===== src/common/pwm_map.vh =====
// register map, field positions and reset values of the match based pwm timer
`ifndef PWM_MAP_VH
`define PWM_MAP_VH

// byte offsets on the register bus
`define A_CTRL       8'h00
`define A_COUNT      8'h04
`define A_PRESC      8'h08
`define A_PCOUNT     8'h0C
`define A_MCTL       8'h10
`define A_FLAGS      8'h14
`define A_PWMCTL     8'h18
`define A_LATCH      8'h1C
`define A_MATCH0     8'h20
`define A_MATCH6     8'h38

// control register fields
`define CTRL_RUN     0
`define CTRL_CRST    1
`define CTRL_PWM     3
`define CTRL_MASK    32'h0000000B

// match control: three bits per match register
`define MCTL_INT     0
`define MCTL_RST     1
`define MCTL_STOP    2
`define MCTL_MASK    32'h001FFFFF

// pwm control: double edge select bits 6:2, output enables bits 14:9
`define PSEL_LO      2
`define PENA_LO      9
`define PWMCTL_MASK  32'h00007E7C

// number of match registers and pwm outputs
`define N_MATCH      7
`define N_OUT        6

`define RST_WORD     32'h00000000
`define RESP_OK      2'b00
`define RESP_SLVERR  2'b10

`endif


===== src/logic/prescaled_counter.v =====
// prescaler and 32-bit timer counter of the match based pwm timer
`include "pwm_map.vh"

module prescaled_counter (
    input  wire        clk,        // system clock
    input  wire        rst_s_n,    // synchronised reset, active low
    input  wire        run,        // counting enabled
    input  wire        hold_clr,   // hold prescaler and counter at zero
    input  wire [31:0] presc_term, // prescaler terminal value
    input  wire        tick_clr,   // on this tick load zero instead of adding one
    output reg  [31:0] count,      // timer counter
    output reg  [31:0] pcount,     // prescaler count
    output wire        tick        // counter advances at this edge
);

    assign tick = run && !hold_clr && (pcount == presc_term);

    // ==================================================
    // prescaler and counter
    always @(posedge clk or negedge rst_s_n)
    begin
        if (!rst_s_n)
        begin
            count  <= `RST_WORD;
            pcount <= `RST_WORD;
        end
        else if (hold_clr)
        begin
            count  <= `RST_WORD;
            pcount <= `RST_WORD;
        end
        else if (tick)
        begin
            pcount <= `RST_WORD;
            count  <= tick_clr ? `RST_WORD : count + 32'h00000001;
        end
        else if (run)
        begin
            pcount <= pcount + 32'h00000001;
        end
    end

endmodule


===== src/logic/match_based_pwm_timer.v =====
// match based pwm timer with an axi4-lite register slave
//
// Chosen here: the AXI4-Lite interface to the registers and the register offsets.
`include "pwm_map.vh"

// What this block does
// - 32-bit counter behind 32-bit prescaler
// - seven match registers, six outputs
// - period match resets the counter
// - single edge output uses one match
// - single edge outputs rise at period
// - double edge output uses two matches
// - edge order gives positive or negative pulse
// - per match: continue, stop, reset, flag
// - in pwm mode, released match updates applied at period boundary
// - timer only when pwm mode off
// - any count for period and width
module match_based_pwm_timer (
    input  wire        clk,     // 50 MHz system clock
    input  wire        rst_n,   // asynchronous reset, active low
    input  wire [7:0]  awaddr,  // write address
    input  wire        awvalid, // write address valid
    output reg         awready, // write address ready
    input  wire [31:0] wdata,   // write data
    input  wire [3:0]  wstrb,   // write byte strobes
    input  wire        wvalid,  // write data valid
    output reg         wready,  // write data ready
    output reg  [1:0]  bresp,   // write response
    output reg         bvalid,  // write response valid
    input  wire        bready,  // write response ready
    input  wire [7:0]  araddr,  // read address
    input  wire        arvalid, // read address valid
    output reg         arready, // read address ready
    output reg  [31:0] rdata,   // read data
    output reg  [1:0]  rresp,   // read response
    output reg         rvalid,  // read data valid
    input  wire        rready,  // read data ready
    output reg  [5:0]  pwm_out  // modulated outputs 1 to 6
);

    // ==================================================
    // reset synchroniser
    reg rst_meta_n;
    reg rst_s_n;

    always @(posedge clk or negedge rst_n)
    begin
        if (!rst_n)
        begin
            rst_meta_n <= 1'b0;
            rst_s_n    <= 1'b0;
        end
        else
        begin
            rst_meta_n <= 1'b1;
            rst_s_n    <= rst_meta_n;
        end
    end

    // ==================================================
    // registers and state
    reg  [31:0] ctrl;
    reg  [31:0] presc;
    reg  [31:0] mctl;
    reg  [6:0]  flags;
    reg  [31:0] pwmctl;
    reg  [6:0]  latch;
    reg  [31:0] shadow [0:6];
    reg  [31:0] active [0:6];
    wire [31:0] count;
    wire [31:0] pcount;
    wire        tick;
    wire [6:0]  hit;
    wire [6:0]  rst_bits;
    wire [6:0]  stop_bits;
    wire [6:0]  int_bits;
    wire        pwm_en;
    wire        period_evt;
    wire        tick_clr;
    wire [6:0]  applied;

    assign pwm_en = ctrl[`CTRL_PWM];

    // ==================================================
    // per match compare
    genvar g;
    generate
        for (g = 0; g < `N_MATCH; g = g + 1)
        begin : match_cmp
            assign hit[g]       = tick && (count == active[g]);
            assign int_bits[g]  = mctl[3 * g + `MCTL_INT];
            assign rst_bits[g]  = mctl[3 * g + `MCTL_RST];
            assign stop_bits[g] = mctl[3 * g + `MCTL_STOP];
        end
    endgenerate

    // period match always resets in pwm mode
    assign period_evt = hit[0];
    assign tick_clr   = |(hit & rst_bits) || (pwm_en && period_evt);
    // released values move at period match
    assign applied    = (pwm_en && period_evt) ? latch : 7'h00;

    prescaled_counter i_prescaled_counter (
        .clk        (clk),
        .rst_s_n    (rst_s_n),
        .run        (ctrl[`CTRL_RUN]),
        .hold_clr   (ctrl[`CTRL_CRST]),
        .presc_term (presc),
        .tick_clr   (tick_clr),
        .count      (count),
        .pcount     (pcount),
        .tick       (tick)
    );

    // ==================================================
    // bus write channel
    reg         aw_held;
    reg         w_held;
    reg  [7:0]  wa;
    reg  [31:0] wd;
    reg  [3:0]  ws;
    wire        do_write;
    wire        wr_match;
    wire [2:0]  wr_idx;
    wire        wr_known;

    assign do_write = aw_held && w_held && !bvalid;
    assign wr_idx   = wa[4:2];
    assign wr_match = (wa[7:5] == 3'h1) && (wr_idx != 3'h7);
    assign wr_known = wr_match || (wa[7:2] <= `A_LATCH >> 2);

    function [31:0] merge;
        input [31:0] old;
        input [31:0] data;
        input [3:0]  strb;
        integer      b;
        begin
            merge = old;
            for (b = 0; b < 4; b = b + 1)
                if (strb[b])
                    merge[8 * b +: 8] = data[8 * b +: 8];
        end
    endfunction

    function wr_at;
        input [7:0] a;
        begin
            wr_at = do_write && (wa[7:2] == a[7:2]);
        end
    endfunction

    always @(posedge clk or negedge rst_s_n)
    begin
        if (!rst_s_n)
        begin
            awready <= 1'b1;
            wready  <= 1'b1;
            aw_held <= 1'b0;
            w_held  <= 1'b0;
            wa      <= 8'h00;
            wd      <= `RST_WORD;
            ws      <= 4'h0;
            bvalid  <= 1'b0;
            bresp   <= `RESP_OK;
        end
        else
        begin
            if (awvalid && awready)
            begin
                aw_held <= 1'b1;
                awready <= 1'b0;
                wa      <= awaddr;
            end
            if (wvalid && wready)
            begin
                w_held <= 1'b1;
                wready <= 1'b0;
                wd     <= wdata;
                ws     <= wstrb;
            end
            if (do_write)
            begin
                aw_held <= 1'b0;
                w_held  <= 1'b0;
                bvalid  <= 1'b1;
                bresp   <= wr_known ? `RESP_OK : `RESP_SLVERR;
            end
            if (bvalid && bready)
            begin
                bvalid  <= 1'b0;
                awready <= 1'b1;
                wready  <= 1'b1;
            end
        end
    end

    // ==================================================
    // register updates
    integer i;

    always @(posedge clk or negedge rst_s_n)
    begin
        if (!rst_s_n)
        begin
            ctrl   <= `RST_WORD;
            presc  <= `RST_WORD;
            mctl   <= `RST_WORD;
            flags  <= 7'h00;
            pwmctl <= `RST_WORD;
            latch  <= 7'h00;
            for (i = 0; i < `N_MATCH; i = i + 1)
            begin
                shadow[i] <= `RST_WORD;
                active[i] <= `RST_WORD;
            end
        end
        else
        begin
            if (wr_at(`A_CTRL))
                ctrl <= merge(ctrl, wd, ws) & `CTRL_MASK;
            if (|(hit & stop_bits))
                ctrl[`CTRL_RUN] <= 1'b0;
            if (wr_at(`A_PRESC))
                presc <= merge(presc, wd, ws);
            if (wr_at(`A_MCTL))
                mctl <= merge(mctl, wd, ws) & `MCTL_MASK;
            if (wr_at(`A_PWMCTL))
                pwmctl <= merge(pwmctl, wd, ws) & `PWMCTL_MASK;
            // match flag, set wins over clear
            if (wr_at(`A_FLAGS) && ws[0])
                flags <= (flags & ~wd[6:0]) | (hit & int_bits);
            else
                flags <= flags | (hit & int_bits);
            // release bits, a new release wins
            if (wr_at(`A_LATCH) && ws[0])
                latch <= (latch & ~applied) | wd[6:0];
            else
                latch <= latch & ~applied;
            for (i = 0; i < `N_MATCH; i = i + 1)
            begin
                if (wr_match && do_write && (wr_idx == i[2:0]))
                    shadow[i] <= merge(shadow[i], wd, ws);
                // plain timer takes values at once
                if (!pwm_en)
                    active[i] <= shadow[i];
                else if (applied[i])
                    active[i] <= shadow[i];
            end
        end
    end

    // ==================================================
    // pwm outputs
    generate
        for (g = 0; g < `N_OUT; g = g + 1)
        begin : pwm_chan
            wire dbl;
            wire ena;
            wire set_e;
            wire clr_e;

            if (g == 0)
            begin : first
                assign dbl = 1'b0;
            end
            else
            begin : later
                assign dbl = pwmctl[`PSEL_LO + g - 1];
            end
            assign ena = pwmctl[`PENA_LO + g];
            // single edge: period sets, own match clears
            // double edge: previous match sets, own match clears
            assign set_e = dbl ? hit[g] : period_evt;
            assign clr_e = hit[g + 1] || (!dbl && period_evt && (active[g + 1] == `RST_WORD));

            always @(posedge clk or negedge rst_s_n)
            begin
                if (!rst_s_n)
                    pwm_out[g] <= 1'b0;
                else if (!pwm_en || !ena)
                    pwm_out[g] <= 1'b0;
                else if (clr_e)
                    pwm_out[g] <= 1'b0;
                // rise at period, or at previous match in double edge, unless width zero
                else if (set_e)
                    pwm_out[g] <= 1'b1;
            end
        end
    endgenerate

    // ==================================================
    // bus read channel
    reg  [31:0] rd_data;
    reg         rd_ok;
    wire [2:0]  rd_idx;

    assign rd_idx = araddr[4:2];

    always @*
    begin
        rd_data = `RST_WORD;
        rd_ok   = 1'b1;
        case (araddr[7:2])
            `A_CTRL >> 2:   rd_data = ctrl;
            `A_COUNT >> 2:  rd_data = count;
            `A_PRESC >> 2:  rd_data = presc;
            `A_PCOUNT >> 2: rd_data = pcount;
            `A_MCTL >> 2:   rd_data = mctl;
            `A_FLAGS >> 2:  rd_data = {25'h0000000, flags};
            `A_PWMCTL >> 2: rd_data = pwmctl;
            `A_LATCH >> 2:  rd_data = {25'h0000000, latch};
            default:
            begin
                if ((araddr[7:5] == 3'h1) && (rd_idx != 3'h7))
                    rd_data = shadow[rd_idx];
                else
                    rd_ok = 1'b0;
            end
        endcase
    end

    always @(posedge clk or negedge rst_s_n)
    begin
        if (!rst_s_n)
        begin
            arready <= 1'b1;
            rvalid  <= 1'b0;
            rdata   <= `RST_WORD;
            rresp   <= `RESP_OK;
        end
        else if (arvalid && arready)
        begin
            arready <= 1'b0;
            rvalid  <= 1'b1;
            rdata   <= rd_data;
            rresp   <= rd_ok ? `RESP_OK : `RESP_SLVERR;
        end
        else if (rvalid && rready)
        begin
            rvalid  <= 1'b0;
            arready <= 1'b1;
        end
    end

endmodule


===== config.mk =====
export PLATFORM = sky130hd
export DESIGN_NAME = match_based_pwm_timer
export DESIGN_NICKNAME = d
export VERILOG_FILES = /design/src/logic/prescaled_counter.v /design/src/logic/match_based_pwm_timer.v
export VERILOG_INCLUDE_DIRS = /design/src /design/src/common
export SDC_FILE = /design/constraint.sdc
export NUM_CORES = 1
export LEC_CHECK = 0
export BUFFER_PORTS_ARGS = -buffer_cell sky130_fd_sc_hd__buf_2
export CAP_MARGIN = 20
export CORE_ASPECT_RATIO = 0.9
export CORE_MARGIN = 5
export CORE_UTILIZATION = 55
export CTS_BUF_LIST = sky130_fd_sc_hd__clkbuf_4 sky130_fd_sc_hd__clkbuf_8
export CTS_CLUSTER_SIZE = 12
export DETAILED_ROUTE_END_ITERATION = 10
export PLACE_DENSITY = 0.72
export SYNTH_ARGS = -nofsm -noshare
export SYNTH_HDL_FRONTEND = slang
export SYNTH_HIERARCHICAL = 1
export SYNTH_SLANG_ARGS = --single-unit

===== constraint.sdc =====
create_clock -name clk -period 26.8 [get_ports clk]
set_input_delay 8.04 -clock clk [delete_from_list [all_inputs] [get_ports clk]]
set_output_delay 8.04 -clock clk [all_outputs]
set_load 0.02 [all_outputs]

# Yosys cells after proc, flatten, opt, wreduce, memory -nomap -nowiden
# Index checks and enable logic that the tools add are counted.
word_totals:
  register_bits: 688
  latchBits: 0
  ram_bits: 0
  romBits: 0
  inputBits: 59
  word_cells: 336
  mem_count: 0
op_classes:
  n_addsub: 2
  n_mul: 0
  div_mod_pow: 0
  magnitude_cmp: 2
  n_eq_ne: 37
  n_shift: 0
  muxes: 72
  n_bitwise: 11
  n_reduce_logical: 141
op_table:
  columns: ["op", "count"]
  rows:
  - ["$mux 32", 23]
  - ["$eq 32x32->1", 8]
  - ["$pmux 32 s8", 1]
  - ["$logic_not 32->1", 6]
  - ["$bmux 32 s3", 1]
  - ["$reduce_and 2->1", 39]
  - ["$add 32x1->32 const B", 2]
  - ["$eq 6x3->1 const B", 8]
  - ["$logic_and 1x1->1", 46]
  - ["$mux 1", 42]
  - ["$and 7x7->7", 5]
  - ["$mux 7", 3]
  - ["$or 7x7->7", 3]
  - ["$reduce_bool 3->1", 7]
  - ["$eq 6x2->1 const B", 3]
  - ["$reduce_bool 2->1", 9]
  - ["$logic_not 1->1", 14]
  - ["$logic_or 1x1->1", 14]
  - ["$ne 2x1->1 const B", 7]
  - ["$not 7->7", 2]
  - ["$reduce_or 7->1", 2]
  - ["$logic_not 6->1", 2]
  - ["$eq 3x1->1 const B", 3]
  - ["$eq 3x3->1 const B", 3]
  - ["other kinds (9)", 12]

# Depth between registers and ports, before layout
# Gate-level depths: netlist of run 1.
logic_depth:
  ltp_word: 10
  ltp_mapped: 14
  mapped_depth_nobuf: 11

# Cells and area by module
# Netlist of run 1, hierarchy kept.
modules_own_cells:
  columns: ["mod", "n_inst", "cells_each", "area_per_inst_um2", "seq_area_each_um2"]
  rows:
  - ["match_based_pwm_timer", 1, 2285, 29956.2, 15518.6]
  - ["prescaled_counter", 1, 404, 3751.1, 1601.5]

# Worst setup path before layout of run 1
# No wires, ideal clock.
synth_timing:
  path_type: "input-to-reg"
  startpoint: "input araddr[2]"
  endpoint: "register rdata[0]"
  setup_time_ns: 0.135
  arrival_time_ns: 9.834
  t_required_ns: 26.665
  setup_slack_ns: 16.831
  path_stages: 9
  path_buffers: 4
  cell_sequence: "buf_2 buf_1 clkbuf_1 buf_1 nor2_1 a22oi_1 a211oi_1 a21oi_1 o21ai_0"
synth_between:
  elab_chain_len: 6
  elab_cells_between_ends: 16
synth_lines:
  columns: ["item", "line_no", "rtl"]
  rows:
  - ["start, declared", "match_based_pwm_timer.v:31", "input wire [7:0] araddr,"]
  - ["$not 3->4 (not written as such)", "match_based_pwm_timer.v:315", "rd_data = shadow[rd_idx];"]
  - ["$bmux 32 s3", "match_based_pwm_timer.v:315", null]
  - ["$mux 32 (not written as such) (2 in series)", "match_based_pwm_timer.v:315", null]
  - ["$mux 32", "match_based_pwm_timer.v:314", "if ((araddr[7:5] == 3'h1) && (rd_idx != 3'h7))"]
  - ["$pmux 32 s8 (*)", "match_based_pwm_timer.v:303", "case (araddr[7:2])"]
  - ["end signal, assigned", "match_based_pwm_timer.v:328", "rdata <= `RST_WORD;"]
  - ["end signal, assigned", "match_based_pwm_timer.v:335", "rdata <= rd_data;"]
  - ["end, declared", "match_based_pwm_timer.v:34", "output reg [31:0] rdata,"]
# Every way passes the cells marked *; elsewhere a longest branch is shown, timed or not. The select of a mux whose other input is x is not followed.
# A chain may end at the register's enable or synchronous reset.

# Worst setup path after layout of run 1
layout_timing:
  startpoint: "input araddr[3]"
  endpoint: "register rdata[7]"
# The elaborated chain is that of the path after synthesis.

==> results of run 1 <==
registers in the layout, indices dropped and copies added (netlist names), 3 cells and up:
name and cells:
i_prescaled_counter/count 32, mctl 21, latch 7, active 224, presc 32, wa 6, shadow 224, i_prescaled_counter/pcount 32
ctrl 3, rdata 32, ws 4, pwmctl 11, pwm_out 6, flags 7, wd 32
layer usage:
| metal | wire [um] | global-route usage | vias up |
|---|---|---|---|
| li1 | - | - | 9994 |
| met1 | 46000 | 0.475 | 12366 |
| met2 | 49800 | 0.506 | 1256 |
| met3 | 10900 | 0.0800 | 265 |
| met4 | 5250 | 0.133 | 0 |
| met5 | 0 | 0 | - |
cells in the final DEF (no fill, tap or decap), types with 28 or more instances in the layout:
cell and count:
a21oi_1 96, a22oi_1 28, buf_2 98, buf_4 47
clkbuf_4 33, clkbuf_8 135, dfrtp_1 680, mux2_2 494
mux2_4 90, mux2i_1 42, mux4_2 39, nand2_1 116
nand3_1 40, nand4_1 63, nor2_1 125, nor4_1 99
o21ai_0 70, xnor2_1 125, xor2_1 154
per-stage QoR:
| step | std cells | hold WS (ns) | worst slack (ns) | power [mW] | instance area, um^2 |
|---|---|---|---|---|---|
| after global placement | 3468 | 0.329 | 15.95 | 2.63 | 34800 |
| after global routing | 3670 | 0.365 | 16.45 | 3.77 | 37300 |
| after floorplan | 2690 | 0.331 | 6.33 | 2.19 | 33700 |
| after detailed placement | 3469 | 0.336 | 15.89 | 2.66 | 34800 |
| after CTS | 3666 | 0.343 | 16.64 | 3.61 | 37200 |
| final | 3671 | 0.321 | 16.51 | 3.64 | 37300 |
cells by family (layout without fill, tap and decap cells):
kind of cell	after synthesis	after routing	synth area share
mux	665	665	0.244
xor+xnor	279	279	0.0725
simple gates	570	570	0.0891
other cells	2	5	0.000223
buf+inv	178	365	0.0256
compound gates	309	309	0.0602
fa+ha+maj	2	2	0.000742
flops	684	684	0.508
worst max path at each step:
stage / slack, ns / from / cells past startpoint / to
global route: 16.45 / araddr[2] / 7 / rdata[7]
global placement: 15.95 / araddr[2] / 7 / rdata[7]
CTS: 16.64 / araddr[2] / 7 / rdata[7]
detailed placement: 15.89 / araddr[2] / 7 / rdata[7]
floorplan: 6.33 / rst_s_n / 0 / active[0]
finish: 16.51 / araddr[3] / 7 / rdata[7]
final cells by class:
class,count,area share
Sequential cell,684,0.459
Multi-Input combinational cell,1828,0.424
Clock buffer,168,0.0565
Tap cell,792,0.0266
Timing Repair Buffer,148,0.0248
Clock inverter,29,0.00671
Inverter,20,0.00201
Antenna cell,2,0.000134
report_power, final:
part / internal [mW] / total, mW / switching (mW) / leakage [nW]
Clock: 0.530 / 0.954 / 0.424 / 1.26
Combinational: 0.470 / 1.03 / 0.557 / 7.62
Sequential: 1.26 / 1.66 / 0.396 / 9.39
==> flow_summary.ini, run 1 <==
[clock_tree]
cts_tree = built
cts_resized = 0
ctsRootBufferMaster = clkbuf_8
ctsHoldBuffers = 0
clkLatencyLatePin_ns = 0.73
clk_pin_slew_worst_paths_ns = 0.07
numClockSinks = 684
postCtsSetupRepairBufs = 0
htreeDepth = 3
cts.path.max_buffers = 3
cts_buffers = 108

[die]
io_pins = 106
coreArea_mm2 = 0.0610
core.rowCount = 86
initial_core_util = 0.552
dieArea_mm2 = 0.0663
die_h_um = 245
dieWidth_um = 271

[setup_path]
path_max_fanout = 45
r2r_setup_slack_ns = 22.11
critPathKind = primary input to flop
cp.arrival_ns = 10.85
crit_buf_inv = 2
cp-start-kind = primary input
reg2reg_to = i_prescaled_counter/count[14]
crit_path_cell_trace = buf_4 -> buf_4 -> mux4_2 -> nor2_1 -> a21oi_1 -> a222oi_1 -> o21ai_0
cp-end-kind = flop
slowest_delay_ns = 0.74
r2r_cells = 14
r2r_start = i_prescaled_counter/pcount[26]
cpMaxStageDelayCell = buf_4
crit_top_cell = buf_4
cp_top_family = buffers and inverters
required_ns = 27.36

[cells_and_area]
nFillCells = 4770
ff_latch_area_mm2 = 0.0171
multi_input_area_mm2 = 0.0158
syn_to_final_growth_pct = 10.6
layout.nets = 2851
post-route-util = 0.611
layout-drive-gt1-share = 0.348

[sta]
hold_viol_final = 0
fmax_mhz = 97.2
post-route-period-util = 0.384
tns_ns = 0
tightest_slew_ns = 1.12
finalSetupViolations = 0
period_needed_ns = 10.29
relSlewSlack = 0.252
slew_violations = 0
rsz0062_at_grt = false
fin_worst_skew_ns = 0.0434

[synthesis]
synth.area.top_cells = dfrtp_1 (51%), mux2_2 (17%), mux2_4 (4.0%), xor2_1 (4.0%), xnor2_1 (3.2%)
ys_seq_area_frac = 0.508
synth_edf_count = 0
synth-main-ff-cell = dfrtp_1
ys_types = 71
synth.avg_cell_area_um2 = 12.5
synthTopCellsByCount = dfrtp_1 (681), mux2_2 (494), xor2_1 (154)
async_reset_ff_frac = 1.00
synth_seq_cells = 684
yosysMostFrequentCell = dfrtp_1
syn-cell-area_mm2 = 0.0337
yosysWarnings = 6
synth_cells = 2689
synth_top_area_cell = dfrtp_1
synth_top_area_share = 0.506

[global_routing]
gr-usage-all-layers = 0.336
grt_antenna_before_repair = 2
grt-ovfl-total = 0
grt_pass1_wl_um = 165000
grt_pass1_vias = 24214
grt_max_degree = 90

[flow_run]
cap_viol_max_count = 0

[detailed_routing]
wl_um = 112000
drcViolationCount = 0
drtAntennaViolNets = 0
vias_per_cell = 6.51
dr.pass1.iters = 6
vias = 23881
drtIter0Drc = 2711
detail_route.wl_per_cell_um = 30.5

[status]
status = finished, final reports clean

[min_path]
hold_path_class = flop to asynchronous set/reset pin

[power_and_ir_drop]
leakagePower_nw = 18.3
irDropWorstVdd_uv = 73.9
p_per_area_mw_per_mm2 = 97.6

[place]
place.gp.congestion = 1.04
dp_hpwl_um = 82300
port_buffers = 99
Power figures use the tool's default switching activity.
==> run 2: changes to the inputs <==
clock period = 10.1 ns   (was 26.8 ns; I/O delays follow)
==> flow_summary.ini, run 2 (synthesis results as in run 1) <==
[setup_path]
required_ns = 10.69
crit_top_cell = buf_4
crit_cells = 7
cp.arrival_ns = 5.87
path_max_fanout = 45
crit_buf_inv = 2
r2r_cells = 13
cp_top_family = buffers and inverters
crit_path_cell_trace = buf_4 -> buf_4 -> mux4_2 -> nor2_1 -> a21oi_1 -> a222oi_1 -> o21ai_0
critPathKind = primary input to flop
slowest_delay_ns = 0.68
r2r_setup_slack_ns = 4.92
cp-start-kind = primary input
critPathCapture = rdata[20]
crit_start = araddr[3]
cpMaxStageDelayCell = buf_4
r2r_start = i_prescaled_counter/pcount[18]
cp-end-kind = flop
reg2reg_to = i_prescaled_counter/count[16]

[cells_and_area]
layout-drive-gt1-share = 0.348
largestRegisters = active: 224 flops, shadow: 224 flops
mostFrequentLayoutCell = dfrtp_1
mostFrequentLayoutCells = dfrtp_1 (680), mux2_2 (494), xor2_1 (154), clkbuf_8 (150)
syn_to_final_growth_pct = 11.2
nFillCells = 4749
layout.nets = 2850

[sta]
tns_ns = 0
slew_violations = 0
post-route-period-util = 0.523
period_needed_ns = 5.28
fmax_mhz = 189
tightest_slew_ns = 1.26
relSlewSlack = 0.160
hold_ws_ns = 0.358
rsz0062_at_grt = false
worst_slack_ns = 4.82
fin_worst_skew_ns = 0.0204
hold_viol_final = 0
finalSetupViolations = 0

[power_and_ir_drop]
irDropWorstVdd_uv = 192
p_per_area_mw_per_mm2 = 263
leakagePower_nw = 18.3

[global_routing]
grt_max_degree = 182
gr-usage-all-layers = 0.335
grt-ovfl-total = 0
grt_pass1_vias = 24339
grt_pass1_wl_um = 165000
grt_antenna_before_repair = 5

[die]
coreArea_mm2 = 0.0610
core.rowCount = 86
dieArea_mm2 = 0.0663
dieWidth_um = 271
die_h_um = 245
initial_core_util = 0.552
io_pins = 106

[clock_tree]
postCtsSetupRepairBufs = 0
cts_resized = 0
clkLatencyLatePin_ns = 0.75
htreeDepth = 3
cts_tree = built
ctsRootBufferMaster = clkbuf_8
numClockSinks = 684
cts.path.max_buffers = 3
ctsHoldBuffers = 0
cts_buffers = 114
clk_pin_slew_worst_paths_ns = 0.06

[detailed_routing]
vias_per_cell = 6.50
wl_um = 113000
drtIter0Drc = 2665
drtAntennaViolNets = 0
dr.pass1.iters = 6
vias = 23866
detail_route.wl_per_cell_um = 30.7
drcViolationCount = 0

[flow_run]
cap_viol_max_count = 0

[place]
place_ws_ns = 4.14
dp_hpwl_um = 82100
place.gp.congestion = 0.986
port_buffers = 99

[status]
status = finished, final reports clean

[min_path]
hold_path_class = flop to flop
## run 2: cell count changes in the layout (fill, tap and decap cells not counted), sizes merged
cell    before  now
clkbuf     168  178
clkinv      21   16
diode        2    1
bufinv       3    5
buf        148  141
## run 2: how the worst min path moves through the flow
| stage | from | end | slack [ns] | cells past startpoint |
|---|---|---|---|---|
| floorplan | rst_meta_n | rst_s_n | 0.33 | 0 |
| global placement | rst_meta_n | rst_s_n | 0.34 | 0 |
| detailed placement | rst_meta_n | rst_s_n | 0.34 | 0 |
| CTS | rst_meta_n | rst_s_n | 0.36 | 0 |
| global route | rst_meta_n | rst_s_n | 0.36 | 0 |
| finish | rst_meta_n | rst_s_n | 0.36 | 0 |
## run 2: cell type report
cell class                      instances  area, um^2  area share
Clock inverter                         26         275     0.00735
Inverter                               20        75.1     0.00200
Tap cell                              792         991      0.0264
Sequential cell                       684       17100       0.457
Timing Repair Buffer                  141         913      0.0244
Clock buffer                          178        2270      0.0607
Antenna cell                            1        2.50   0.0000668
Multi-Input combinational cell       1828       15800       0.422
## run 2: layer usage
metal / global-route usage / up-vias / wire length, um
met4: 0.146 / 4 / 5800
li1: - / 9983 / -
met5: 0 / - / 34
met2: 0.499 / 1220 / 49300
met1: 0.472 / 12384 / 46900
met3: 0.0826 / 275 / 10800
## run 2: worst register-to-register path, stage by stage (launching register included)
cell and delay [ns]:
dfrtp_1 0.47, xor2_1 0.18, nor4_1 0.69, nand4_1 0.63, nor3_1 0.34, buf_4 0.29, nand3_1 0.30, nor4_1 0.50
a211oi_1 0.10, o2111ai_1 0.52, nand4bb_1 0.25, buf_4 0.35, o21ai_0 0.20, a21o_1 0.25
## run 2: power by group
part           total, mW  internal, mW  switching, mW  leakage, nW
Sequential          4.38          3.35           1.03         9.39
Clock               2.72          1.55           1.16         1.35
Combinational       2.75          1.26           1.49         7.60
## run 2: through the flow
stage	power [mW]	instances	util	instance area, um^2
2_1_floorplan	5.82	2690	-	33700
3_3_place_gp	6.98	3461	0.571	34800
3_5_place_dp	7.07	3462	0.571	34800
4_1_cts	9.78	3666	0.613	37400
5_1_grt	10.2	3670	0.614	37500
6_report	9.85	3670	0.614	37500
